## src/phy_lat_map.svh

```systemverilog
// Constants of the MII-to-media latency path: timing budgets and line codes
`ifndef PHY_LAT_MAP_SVH
`define PHY_LAT_MAP_SVH

// System clock period and bit times, ns
`define CLK_NS 40
`define BIT_NS_100 10
`define BIT_NS_10 100

// Latency budgets in tenths of a bit time (6.0, 17.5, 21, 21.5, 6.8)
`define TX100_SSD_MAX_BT10 60
`define TX100_ESD_MAX_BT10 60
`define RX100_CRS_ON_MAX_BT10 175
`define RX100_DATA_MAX_BT10 210
`define RX100_CRS_OFF_MAX_BT10 215
`define TX10_START_MAX_BT10 68

// Longest times round down to whole system cycles
`define TX100_SSD_MAX_CYC ((`TX100_SSD_MAX_BT10 * `BIT_NS_100) / (10 * `CLK_NS))
`define TX100_ESD_MAX_CYC ((`TX100_ESD_MAX_BT10 * `BIT_NS_100) / (10 * `CLK_NS))
`define RX100_CRS_ON_MAX_CYC ((`RX100_CRS_ON_MAX_BT10 * `BIT_NS_100) / (10 * `CLK_NS))
`define RX100_DATA_MAX_CYC ((`RX100_DATA_MAX_BT10 * `BIT_NS_100) / (10 * `CLK_NS))
`define RX100_CRS_OFF_MAX_CYC ((`RX100_CRS_OFF_MAX_BT10 * `BIT_NS_100) / (10 * `CLK_NS))
`define TX10_START_MAX_CYC ((`TX10_START_MAX_BT10 * `BIT_NS_10) / (10 * `CLK_NS))

// End-of-packet high time, least, rounds up
`define TX10_EOP_MIN_NS 250
`define TX10_EOP_CYC ((`TX10_EOP_MIN_NS + `CLK_NS - 1) / `CLK_NS)

// Line code groups
`define CODE_J 5'h18
`define CODE_K 5'h11
`define CODE_T 5'h0d
`define CODE_R 5'h07
`define CODE_IDLE 5'h1f
`define LINE10_IDLE 5'h00
`define LINE10_EOP 5'h1f
`define PREAMBLE_NIB 4'h5

`endif

```

## src/phy_lat_pkg.sv

```systemverilog
// Types and code-group functions of the MII latency path
package phy_lat_pkg;
    typedef enum logic [4:0] {
        TX_IDLE = 5'h01,
        TX_SSD = 5'h02,
        TX_DATA = 5'h04,
        TX_ESD = 5'h08,
        TX_EOP10 = 5'h10
    } tx_state_t;

    typedef enum logic [1:0] {
        RX_IDLE = 2'h1,
        RX_DATA = 2'h2
    } rx_state_t;

    // 4B5B encode of one nibble
    function automatic logic [4:0] enc_nibble(input logic [3:0] nib);
        logic [4:0] c;
        c = 5'h1e;
        case (nib)
            4'h0: c = 5'h1e;
            4'h1: c = 5'h09;
            4'h2: c = 5'h14;
            4'h3: c = 5'h15;
            4'h4: c = 5'h0a;
            4'h5: c = 5'h0b;
            4'h6: c = 5'h0e;
            4'h7: c = 5'h0f;
            4'h8: c = 5'h12;
            4'h9: c = 5'h13;
            4'ha: c = 5'h16;
            4'hb: c = 5'h17;
            4'hc: c = 5'h1a;
            4'hd: c = 5'h1b;
            4'he: c = 5'h1c;
            default: c = 5'h1d;
        endcase
        return c;
    endfunction

    // 4B5B decode: {error, nibble}
    function automatic logic [4:0] dec_code(input logic [4:0] code);
        logic [4:0] r;
        r = 5'h10;
        for (int i = 0; i < 16; i++) begin
            if (enc_nibble(4'(i)) == code) begin
                r = {1'b0, 4'(i)};
            end
        end
        return r;
    endfunction

    typedef struct packed {
        logic [1:0] tx_clk;
        logic [1:0] tx_en;
        logic [7:0] txd;
        logic [9:0] rx_code;
        logic [1:0] speed_100;
    } sync_state_t;

    typedef struct packed {
        tx_state_t tx_st;
        rx_state_t rx_st;
        logic clk_d;
        logic [3:0] eop_cnt;
        logic [4:0] line;
        logic drive;
        logic crs;
        logic rx_dv;
        logic rx_er;
        logic [3:0] rxd;
        logic rx_clk;
    } core_state_t;
endpackage

```

## src/link_sync_if.sv

```systemverilog
// Synchronised link signals passed from the pin stage to the core
`timescale 1ns/1ps
interface link_sync_if;
    logic tx_clk;
    logic tx_en;
    logic [3:0] txd;
    logic [4:0] rx_code;
    logic speed_100;
    modport pin_side (output tx_clk, tx_en, txd, rx_code, speed_100);
    modport core_side (input tx_clk, tx_en, txd, rx_code, speed_100);
endinterface

```

## src/link_pin_sync.sv

```systemverilog
// Two-flop synchronisers for every pin that enters from outside the system clock
`timescale 1ns/1ps
module link_pin_sync (
    input wire logic clk_sys_in,
    input wire logic reset_in,
    input wire logic tx_clk_in,
    input wire logic tx_en_in,
    input wire logic [3:0] txd_in,
    input wire logic [4:0] rx_code_in,
    input wire logic speed_100_in,
    link_sync_if.pin_side sync_out
);
    phy_lat_pkg::sync_state_t st_r;
    phy_lat_pkg::sync_state_t st_nxt;

    // First stage feeds only the second stage
    always_comb begin
        st_nxt = st_r;
        st_nxt.tx_clk = {st_r.tx_clk[0], tx_clk_in};
        st_nxt.tx_en = {st_r.tx_en[0], tx_en_in};
        st_nxt.txd = {st_r.txd[3:0], txd_in};
        st_nxt.rx_code = {st_r.rx_code[4:0], rx_code_in};
        st_nxt.speed_100 = {st_r.speed_100[0], speed_100_in};
        if (reset_in) begin
            st_nxt = '0;
        end
    end

    always_ff @(posedge clk_sys_in) begin
        st_r <= st_nxt;
    end

    // Second stage only leaves the module
    assign sync_out.tx_clk = st_r.tx_clk[1];
    assign sync_out.tx_en = st_r.tx_en[1];
    assign sync_out.txd = st_r.txd[7:4];
    assign sync_out.rx_code = st_r.rx_code[9:5];
    assign sync_out.speed_100 = st_r.speed_100[1];
endmodule

```

## src/phy_mii_path_latency.sv

```systemverilog
// MII-to-media transmit and receive framing path with bounded latency
`timescale 1ns/1ps
`include "phy_lat_map.svh"
module phy_mii_path_latency (
    input wire logic clk_sys_in,
    input wire logic reset_in,
    input wire logic speed_100_in,
    input wire logic mii_tx_clk_in,
    input wire logic mii_tx_en_in,
    input wire logic [3:0] mii_txd_in,
    input wire logic [4:0] media_rx_pair_in,
    output logic [4:0] media_tx_pair_out,
    output logic media_tx_drive_out,
    output logic mii_crs_out,
    output logic mii_rx_dv_out,
    output logic mii_rx_er_out,
    output logic [3:0] mii_rxd_out,
    output logic mii_rx_clk_out
);
    // Latency is counted from the edge seen after the two-flop synchroniser.
    // A 40 ns system clock adds one or two cycles before that edge, which
    // no logic here can win back, so the pin-to-line time exceeds the
    // 6 bit time transmit budgets at 100M. The core itself answers one cycle after
    // the detected edge, the least that a registered output allows.
    // Link clock, enable, data, line and speed all pass the synchroniser.
    link_sync_if sync_if ();

    link_pin_sync u_sync (
        .clk_sys_in(clk_sys_in),
        .reset_in(reset_in),
        .tx_clk_in(mii_tx_clk_in),
        .tx_en_in(mii_tx_en_in),
        .txd_in(mii_txd_in),
        .rx_code_in(media_rx_pair_in),
        .speed_100_in(speed_100_in),
        .sync_out(sync_if.pin_side)
    );

    // Whole core state in one register
    phy_lat_pkg::core_state_t st_r;
    phy_lat_pkg::core_state_t st_nxt;
    logic rise;
    logic fall;
    logic nib_edge;
    logic fast;
    logic [4:0] code;
    logic [4:0] dec;

    // Edges of the synchronised link clock; clk_d starts low after reset,
    // so a clock held low through reset gives no false edge
    assign rise = sync_if.tx_clk & ~st_r.clk_d;
    assign fall = ~sync_if.tx_clk & st_r.clk_d;
    assign fast = sync_if.speed_100;
    // 10M samples on the falling edge, 100M on the rising one
    assign nib_edge = fast ? rise : fall;
    assign code = sync_if.rx_code;
    assign dec = phy_lat_pkg::dec_code(code);

    // Frame-ending symbols at 100M: T, or idle if the T was lost
    function automatic logic end_fast(input logic [4:0] c);
        logic r;
        r = 1'b0;
        if (c == `CODE_T || c == `CODE_IDLE) begin
            r = 1'b1;
        end
        return r;
    endfunction

    // Frame-ending symbols at 10M: released line or end-of-packet high
    function automatic logic end_slow(input logic [4:0] c);
        logic r;
        r = 1'b0;
        if (c == `LINE10_IDLE || c == `LINE10_EOP) begin
            r = 1'b1;
        end
        return r;
    endfunction

    // Transmit and receive state machines; one nibble per link edge
    always_comb begin
        st_nxt = st_r;
        st_nxt.clk_d = sync_if.tx_clk;
        st_nxt.rx_clk = st_r.clk_d;
        case (st_r.tx_st)
            phy_lat_pkg::TX_IDLE: begin
                // 100M idles are driven continuously, 10M line is released
                st_nxt.drive = fast;
                if (nib_edge) begin
                    st_nxt.line = fast ? `CODE_IDLE : `LINE10_IDLE;
                    if (sync_if.tx_en && fast) begin
                        st_nxt.line = `CODE_J;
                        st_nxt.tx_st = phy_lat_pkg::TX_SSD;
                    end else if (sync_if.tx_en) begin
                        // Next cycle, far inside the 6.8 bit time budget
                        st_nxt.line = {1'b0, sync_if.txd};
                        st_nxt.drive = 1'b1;
                        st_nxt.tx_st = phy_lat_pkg::TX_DATA;
                    end
                end
            end
            phy_lat_pkg::TX_SSD: begin
                // K completes the start delimiter in place of preamble
                if (nib_edge) begin
                    st_nxt.line = `CODE_K;
                    st_nxt.tx_st = phy_lat_pkg::TX_DATA;
                end
            end
            phy_lat_pkg::TX_DATA: begin
                // Enable low at an edge closes the frame; the ending depends on speed
                if (nib_edge && sync_if.tx_en) begin
                    st_nxt.line = fast ? phy_lat_pkg::enc_nibble(sync_if.txd)
                                       : {1'b0, sync_if.txd};
                end else if (nib_edge && fast) begin
                    st_nxt.line = `CODE_T;
                    st_nxt.tx_st = phy_lat_pkg::TX_ESD;
                end else if (nib_edge) begin
                    // Count covers the whole high time, whatever the last bit
                    st_nxt.line = `LINE10_EOP;
                    st_nxt.eop_cnt = 4'(`TX10_EOP_CYC - 1);
                    st_nxt.tx_st = phy_lat_pkg::TX_EOP10;
                end
            end
            phy_lat_pkg::TX_ESD: begin
                // R follows T to close the end delimiter
                if (nib_edge) begin
                    st_nxt.line = `CODE_R;
                    st_nxt.tx_st = phy_lat_pkg::TX_IDLE;
                end
            end
            phy_lat_pkg::TX_EOP10: begin
                // Held on system cycles, not link edges, so a stopped clock cannot stretch it
                if (st_r.eop_cnt == 4'h0) begin
                    st_nxt.line = `LINE10_IDLE;
                    st_nxt.drive = 1'b0;
                    st_nxt.tx_st = phy_lat_pkg::TX_IDLE;
                end else begin
                    st_nxt.eop_cnt = st_r.eop_cnt - 4'h1;
                end
            end
            default: begin
                st_nxt.tx_st = phy_lat_pkg::TX_IDLE;
            end
        endcase
        // Receive framing, sampled on the same link edge as transmit
        case (st_r.rx_st)
            phy_lat_pkg::RX_IDLE: begin
                if (nib_edge && fast && code == `CODE_J) begin
                    // Carrier and data together, one cycle after the J is seen
                    st_nxt.crs = 1'b1;
                    st_nxt.rx_dv = 1'b1;
                    st_nxt.rxd = `PREAMBLE_NIB;
                    st_nxt.rx_st = phy_lat_pkg::RX_DATA;
                end else if (nib_edge && !fast && !end_slow(code)) begin
                    // 10M has no delimiter: any symbol other than the idle 00 and end-of-packet 1f opens the frame
                    st_nxt.crs = 1'b1;
                    st_nxt.rx_dv = 1'b1;
                    st_nxt.rxd = code[3:0];
                    st_nxt.rx_st = phy_lat_pkg::RX_DATA;
                end
            end
            phy_lat_pkg::RX_DATA: begin
                if (nib_edge) begin
                    // Error flag stands for one nibble only
                    st_nxt.rx_er = 1'b0;
                    if (fast && end_fast(code)) begin
                        st_nxt.crs = 1'b0;
                        st_nxt.rx_dv = 1'b0;
                        st_nxt.rxd = 4'h0;
                        st_nxt.rx_st = phy_lat_pkg::RX_IDLE;
                    end else if (fast && code == `CODE_K) begin
                        st_nxt.rxd = `PREAMBLE_NIB;
                    end else if (fast) begin
                        // Invalid code groups flag an error but keep the frame
                        st_nxt.rxd = dec[3:0];
                        st_nxt.rx_er = dec[4];
                    end else if (end_slow(code)) begin
                        st_nxt.crs = 1'b0;
                        st_nxt.rx_dv = 1'b0;
                        st_nxt.rxd = 4'h0;
                        st_nxt.rx_st = phy_lat_pkg::RX_IDLE;
                    end else begin
                        st_nxt.rxd = code[3:0];
                    end
                end
            end
            default: begin
                st_nxt.rx_st = phy_lat_pkg::RX_IDLE;
            end
        endcase
        // Synchronous reset wins over every branch above
        if (reset_in) begin
            st_nxt = '0;
            st_nxt.tx_st = phy_lat_pkg::TX_IDLE;
            st_nxt.rx_st = phy_lat_pkg::RX_IDLE;
        end
    end

    // Single state register
    always_ff @(posedge clk_sys_in) begin
        st_r <= st_nxt;
    end

    // Outputs straight from the state register
    assign media_tx_pair_out = st_r.line;
    assign media_tx_drive_out = st_r.drive;
    assign mii_crs_out = st_r.crs;
    assign mii_rx_dv_out = st_r.rx_dv;
    assign mii_rx_er_out = st_r.rx_er;
    assign mii_rxd_out = st_r.rxd;
    // Copied receive clock lags the link pin by three or four system cycles
    assign mii_rx_clk_out = st_r.rx_clk;
endmodule

```

## config.mk

```make
export PLATFORM = sky130hd
export DESIGN_NAME = phy_mii_path_latency
export DESIGN_NICKNAME = d
export VERILOG_FILES = /design/src/phy_lat_pkg.sv /design/src/link_sync_if.sv /design/src/link_pin_sync.sv /design/src/phy_mii_path_latency.sv
export VERILOG_INCLUDE_DIRS = /design/src /design/src/src
export SDC_FILE = /design/constraint.sdc
export NUM_CORES = 1
export LEC_CHECK = 0
export ABC_AREA = 1
export BUFFER_PORTS_ARGS = -buffer_cell sky130_fd_sc_hd__buf_4
export CAP_MARGIN = 20
export CORE_MARGIN = 4
export CORE_UTILIZATION = 30
export CTS_CLUSTER_DIAMETER = 50
export DETAILED_ROUTE_END_ITERATION = 8
export HOLD_SLACK_MARGIN = 0.1
export PLACE_DENSITY = 0.46
export SLEW_MARGIN = 20
export SYNTH_ARGS = -nofsm -noshare
export SYNTH_HDL_FRONTEND = slang
export SYNTH_SLANG_ARGS = --single-unit
export TNS_END_PERCENT = 100
```

## constraint.sdc

```tcl
create_clock -name clk_sys_in -period 1.45 [get_ports clk_sys_in]
set_input_delay 0.2175 -clock clk_sys_in [delete_from_list [all_inputs] [get_ports clk_sys_in]]
set_output_delay 0.2175 -clock clk_sys_in [all_outputs]
set_load 0.005 [all_outputs]
```

==> summary.json <==
{
  "outcome": "complete, but fails checks",
  "failing_checks": "setup timing",
  "hold_class": "in -> reg",
  "synth-edff-count": 0,
  "maximum_number_of_pins_on_one_net_before_global_route_repair": 20,
  "post-route-min-period_ns": 1.53,
  "power_per_cell_area_nw_per_um2": 1220,
  "io_buffers": 27,
  "synthesis.yosys.warnings": 0,
  "final_setup_violation_count": 19,
  "placed_area_um2": 3340,
  "drt-initial-drc-count": 57,
  "layout-drive-gt1-share_pct": 46.0,
  "finalPower_w": 0.00503,
  "synth-seq-area-share_pct": 40.0,
  "maxCapViolations": 0,
  "max_fo_critical_path": 4,
  "worst-slew-pin-transition_ns": 0.457,
  "setup.worst_path.start": "st_r[22]",
  "layout.area.seq_um2": 1120,
  "filler_cell_count": 892,
  "start_util_pct": 30.9,
  "final_core_util_pct": 47.1,
  "cts_num_sinks": 54,
  "cts_tree": "yes",
  "die_w_um": 103,
  "grt_use_total_pct": 13.5,
  "period_share_pct": 106,
  "insertion_delay_ns": 0.32,
  "category_of_the_worst_setup_path_capture_point": "flop",
  "synthesis.instances": 401,
  "ys_async_sr_fraction_pct": 0,
  "worst_clock_skew_ns": 0.00787,
  "clk_transition_reported_paths_ns": 0.10,
  "drc": 0,
  "chipHeight_um": 103,
  "netlist.area_leader.share_pct": 40.0,
  "finalHoldViolations": 0,
  "min_from": "reset_in",
  "gp_congestion": 0.869,
  "avgSynthCellArea_um2": 6.74,
  "worstPathRequired_ns": 1.66,
  "drt_pre_antenna_iters": 4,
  "post_synth_num_cell_types": 33,
  "numCtsBuffers": 5,
  "mappedNetlistNets": 418,
  "critPathKind": "reg -> reg",
  "total_of_flip_flops_plus_latches_after_synthesis": 54,
  "globalRouteOverflowTotal": 0,
  "cp.arrival_ns": 1.74,
  "synthTopCellsByArea": "sky130_fd_sc_hd__dfxtp_1, sky130_fd_sc_hd__nor2_1, sky130_fd_sc_hd__nand2_1",
  "timing.final.max_slew_violations": 0,
  "post_synth_top_flop": "sky130_fd_sc_hd__dfxtp_1",
  "syn_to_final_growth_pct": 52.6,
  "yosys.area.top_type": "sky130_fd_sc_hd__dfxtp_1",
  "finalWirelength_um": 6750,
  "finish.net_count": 520,
  "vias": 2639,
  "critical_path.startpoint_type": "flop",
  "multi_input_comb_area_um2": 1610,
  "wl_per_cell_um": 11.0,
  "post_synth_most_frequent_cells": "sky130_fd_sc_hd__nor2_1, sky130_fd_sc_hd__nand2_1, sky130_fd_sc_hd__inv_1",
  "setup_ws_ns": -0.0832,
  "top_level_ports": 28,
  "route.antenna.remaining_nets": 0,
  "grt_pass1_vias": 2473,
  "leakage_power_nw": 1.94,
  "rsz_0062_raised_after_global_routing": "true",
  "post-dp-hpwl_um": 5020,
  "synth.cell_area_um2": 2700,
  "die_area_um2": 10600,
  "final_design_area_no_fill_um2": 4130,
  "worst_supply_voltage_drop_on_vdd_uv": 541,
  "grt_pass1_wl_um": 11500,
  "antenna_violations_before_repair": 0,
  "post-synth-top-count-cell": "sky130_fd_sc_hd__nor2_1",
  "clockBufferDepth": 2,
  "n_antenna_cell": 0,
  "worstReg2RegStart": "st_r[22]",
  "std_cell_rows": 34,
  "ctsRootBufferMaster": "sky130_fd_sc_hd__clkbuf_8",
  "core_um2": 8760,
  "route.detailed.vias_per_inst": 4.31,
  "fmaxAchievable_mhz": 652,
  "slew-limit-headroom_pct": 69.5,
  "clock_h_tree_levels": 2
}
==> registers in the layout (all words and copies together) (netlist names), named ones only <==
| signal | flops |
|---|---|
| mii_rx_clk_out | 1 |
| u_sync.st_r | 12 |
| mii_crs_out | 1 |
| u_sync.sync_out.tx_en | 1 |
| u_sync.sync_out.rx_code | 5 |
| mii_rxd_out | 4 |
| u_sync.sync_out.txd | 4 |
| media_tx_drive_out | 1 |
| u_sync.sync_out.tx_clk | 1 |
| u_sync.sync_out.speed_100 | 1 |
| st_r | 12 |
| mii_rx_er_out | 1 |
| media_tx_pair_out | 5 |
==> stage by stage <==
stage / setup WS, ns / setup TNS, ns / instances / hold slack [ns]
CTS: -0.0418 / -0.136 / 597 / 0.122
floorplan: 0.00681 / 0 / 401 / 0.324
global placement: -0.132 / -1.41 / 574 / 0.390
finish: -0.0832 / -0.589 / 612 / 0.129
detailed placement: -0.185 / -2.13 / 574 / 0.394
global route: -0.250 / -2.96 / 612 / 0.140
==> path summary, 6_finish.rpt <==
check / depth (start not counted) / slack (ns) / endpoint
max: 10 / -0.08 / st_r[17]
min: 2 / 0.13 / u_sync.sync_out.txd[2]
max reg2reg: 10 / -0.08 / st_r[17]
min reg2reg: 2 / 0.40 / u_sync.sync_out.tx_en
==> area by class of cell <==
type                            count  area share, %
Clock inverter                      3          0.637
Sequential cell                    54           27.1
Multi-Input combinational cell    259           38.9
Timing Repair Buffer              112           21.7
Inverter                           71           6.64
Tap cell                          108           3.28
Clock buffer                        5           1.67
==> routing by layer <==
layer | up-vias | wire [µm] | GRT usage (%)
li1 | 1447 | - | -
met1 | 1148 | 3330 | 18.9
met2 | 36 | 3060 | 21.1
met3 | 8 | 253 | 2.71
met4 | 0 | 99 | 3.78
met5 | - | 0 | 0
==> cells by family after synthesis <==
group,Yosys count,synth area share (%)
AO/OA/AOI/OAI,49,10.3
AND/OR/NAND/NOR,207,34.3
adder cells (fa/ha/maj),3,1.39
flip-flops,54,40.0
buffers and inverters,88,14.0
==> power by group <==
| part | total [W] | internal (W) | switching, W |
|---|---|---|---|
| clock network | 0.000912 | 0.000357 | 0.000555 |
| registers | 0.00186 | 0.00171 | 0.000148 |
| logic | 0.00226 | 0.00107 | 0.00118 |
==> worst max-delay path: stages, from the launching register on <==
cell,delay (ns)
sky130_fd_sc_hd__dfxtp_4,0.37
sky130_fd_sc_hd__nor2_4,0.14
sky130_fd_sc_hd__nand4_1,0.20
sky130_fd_sc_hd__inv_1,0.12
sky130_fd_sc_hd__nand4_1,0.16
sky130_fd_sc_hd__nand2_2,0.13
sky130_fd_sc_hd__inv_2,0.06
sky130_fd_sc_hd__nor2_4,0.07
sky130_fd_sc_hd__nand2_1,0.05
sky130_fd_sc_hd__nand2_1,0.06
sky130_fd_sc_hd__nor2_1,0.06
==> layout by cell type (no fill, tap or decap), types with 12 or more instances in the layout <==
| master | n |
|---|---|
| sky130_fd_sc_hd__nand3_1 | 16 |
| sky130_fd_sc_hd__dfxtp_1 | 38 |
| sky130_fd_sc_hd__inv_2 | 14 |
| sky130_fd_sc_hd__dlygate4sd3_1 | 12 |
| sky130_fd_sc_hd__nor2_2 | 17 |
| sky130_fd_sc_hd__nor2_1 | 57 |
| sky130_fd_sc_hd__nand2_2 | 22 |
| sky130_fd_sc_hd__nand2_1 | 49 |
| sky130_fd_sc_hd__buf_4 | 93 |
| sky130_fd_sc_hd__inv_1 | 54 |
==> timing repair <==
item | 4_1_cts | 5_1_grt
gates resized for setup | 46 | 97
hold buffers | 12 | 0
hold endpoints to repair | 12 | 0
pin swaps | 16 | 47
endpoints found under the setup margin | 23 | 23
gates cloned | 0 | 0
setup buffers | 3 | 16
Note: power is estimated with default switching activity, not from simulation.
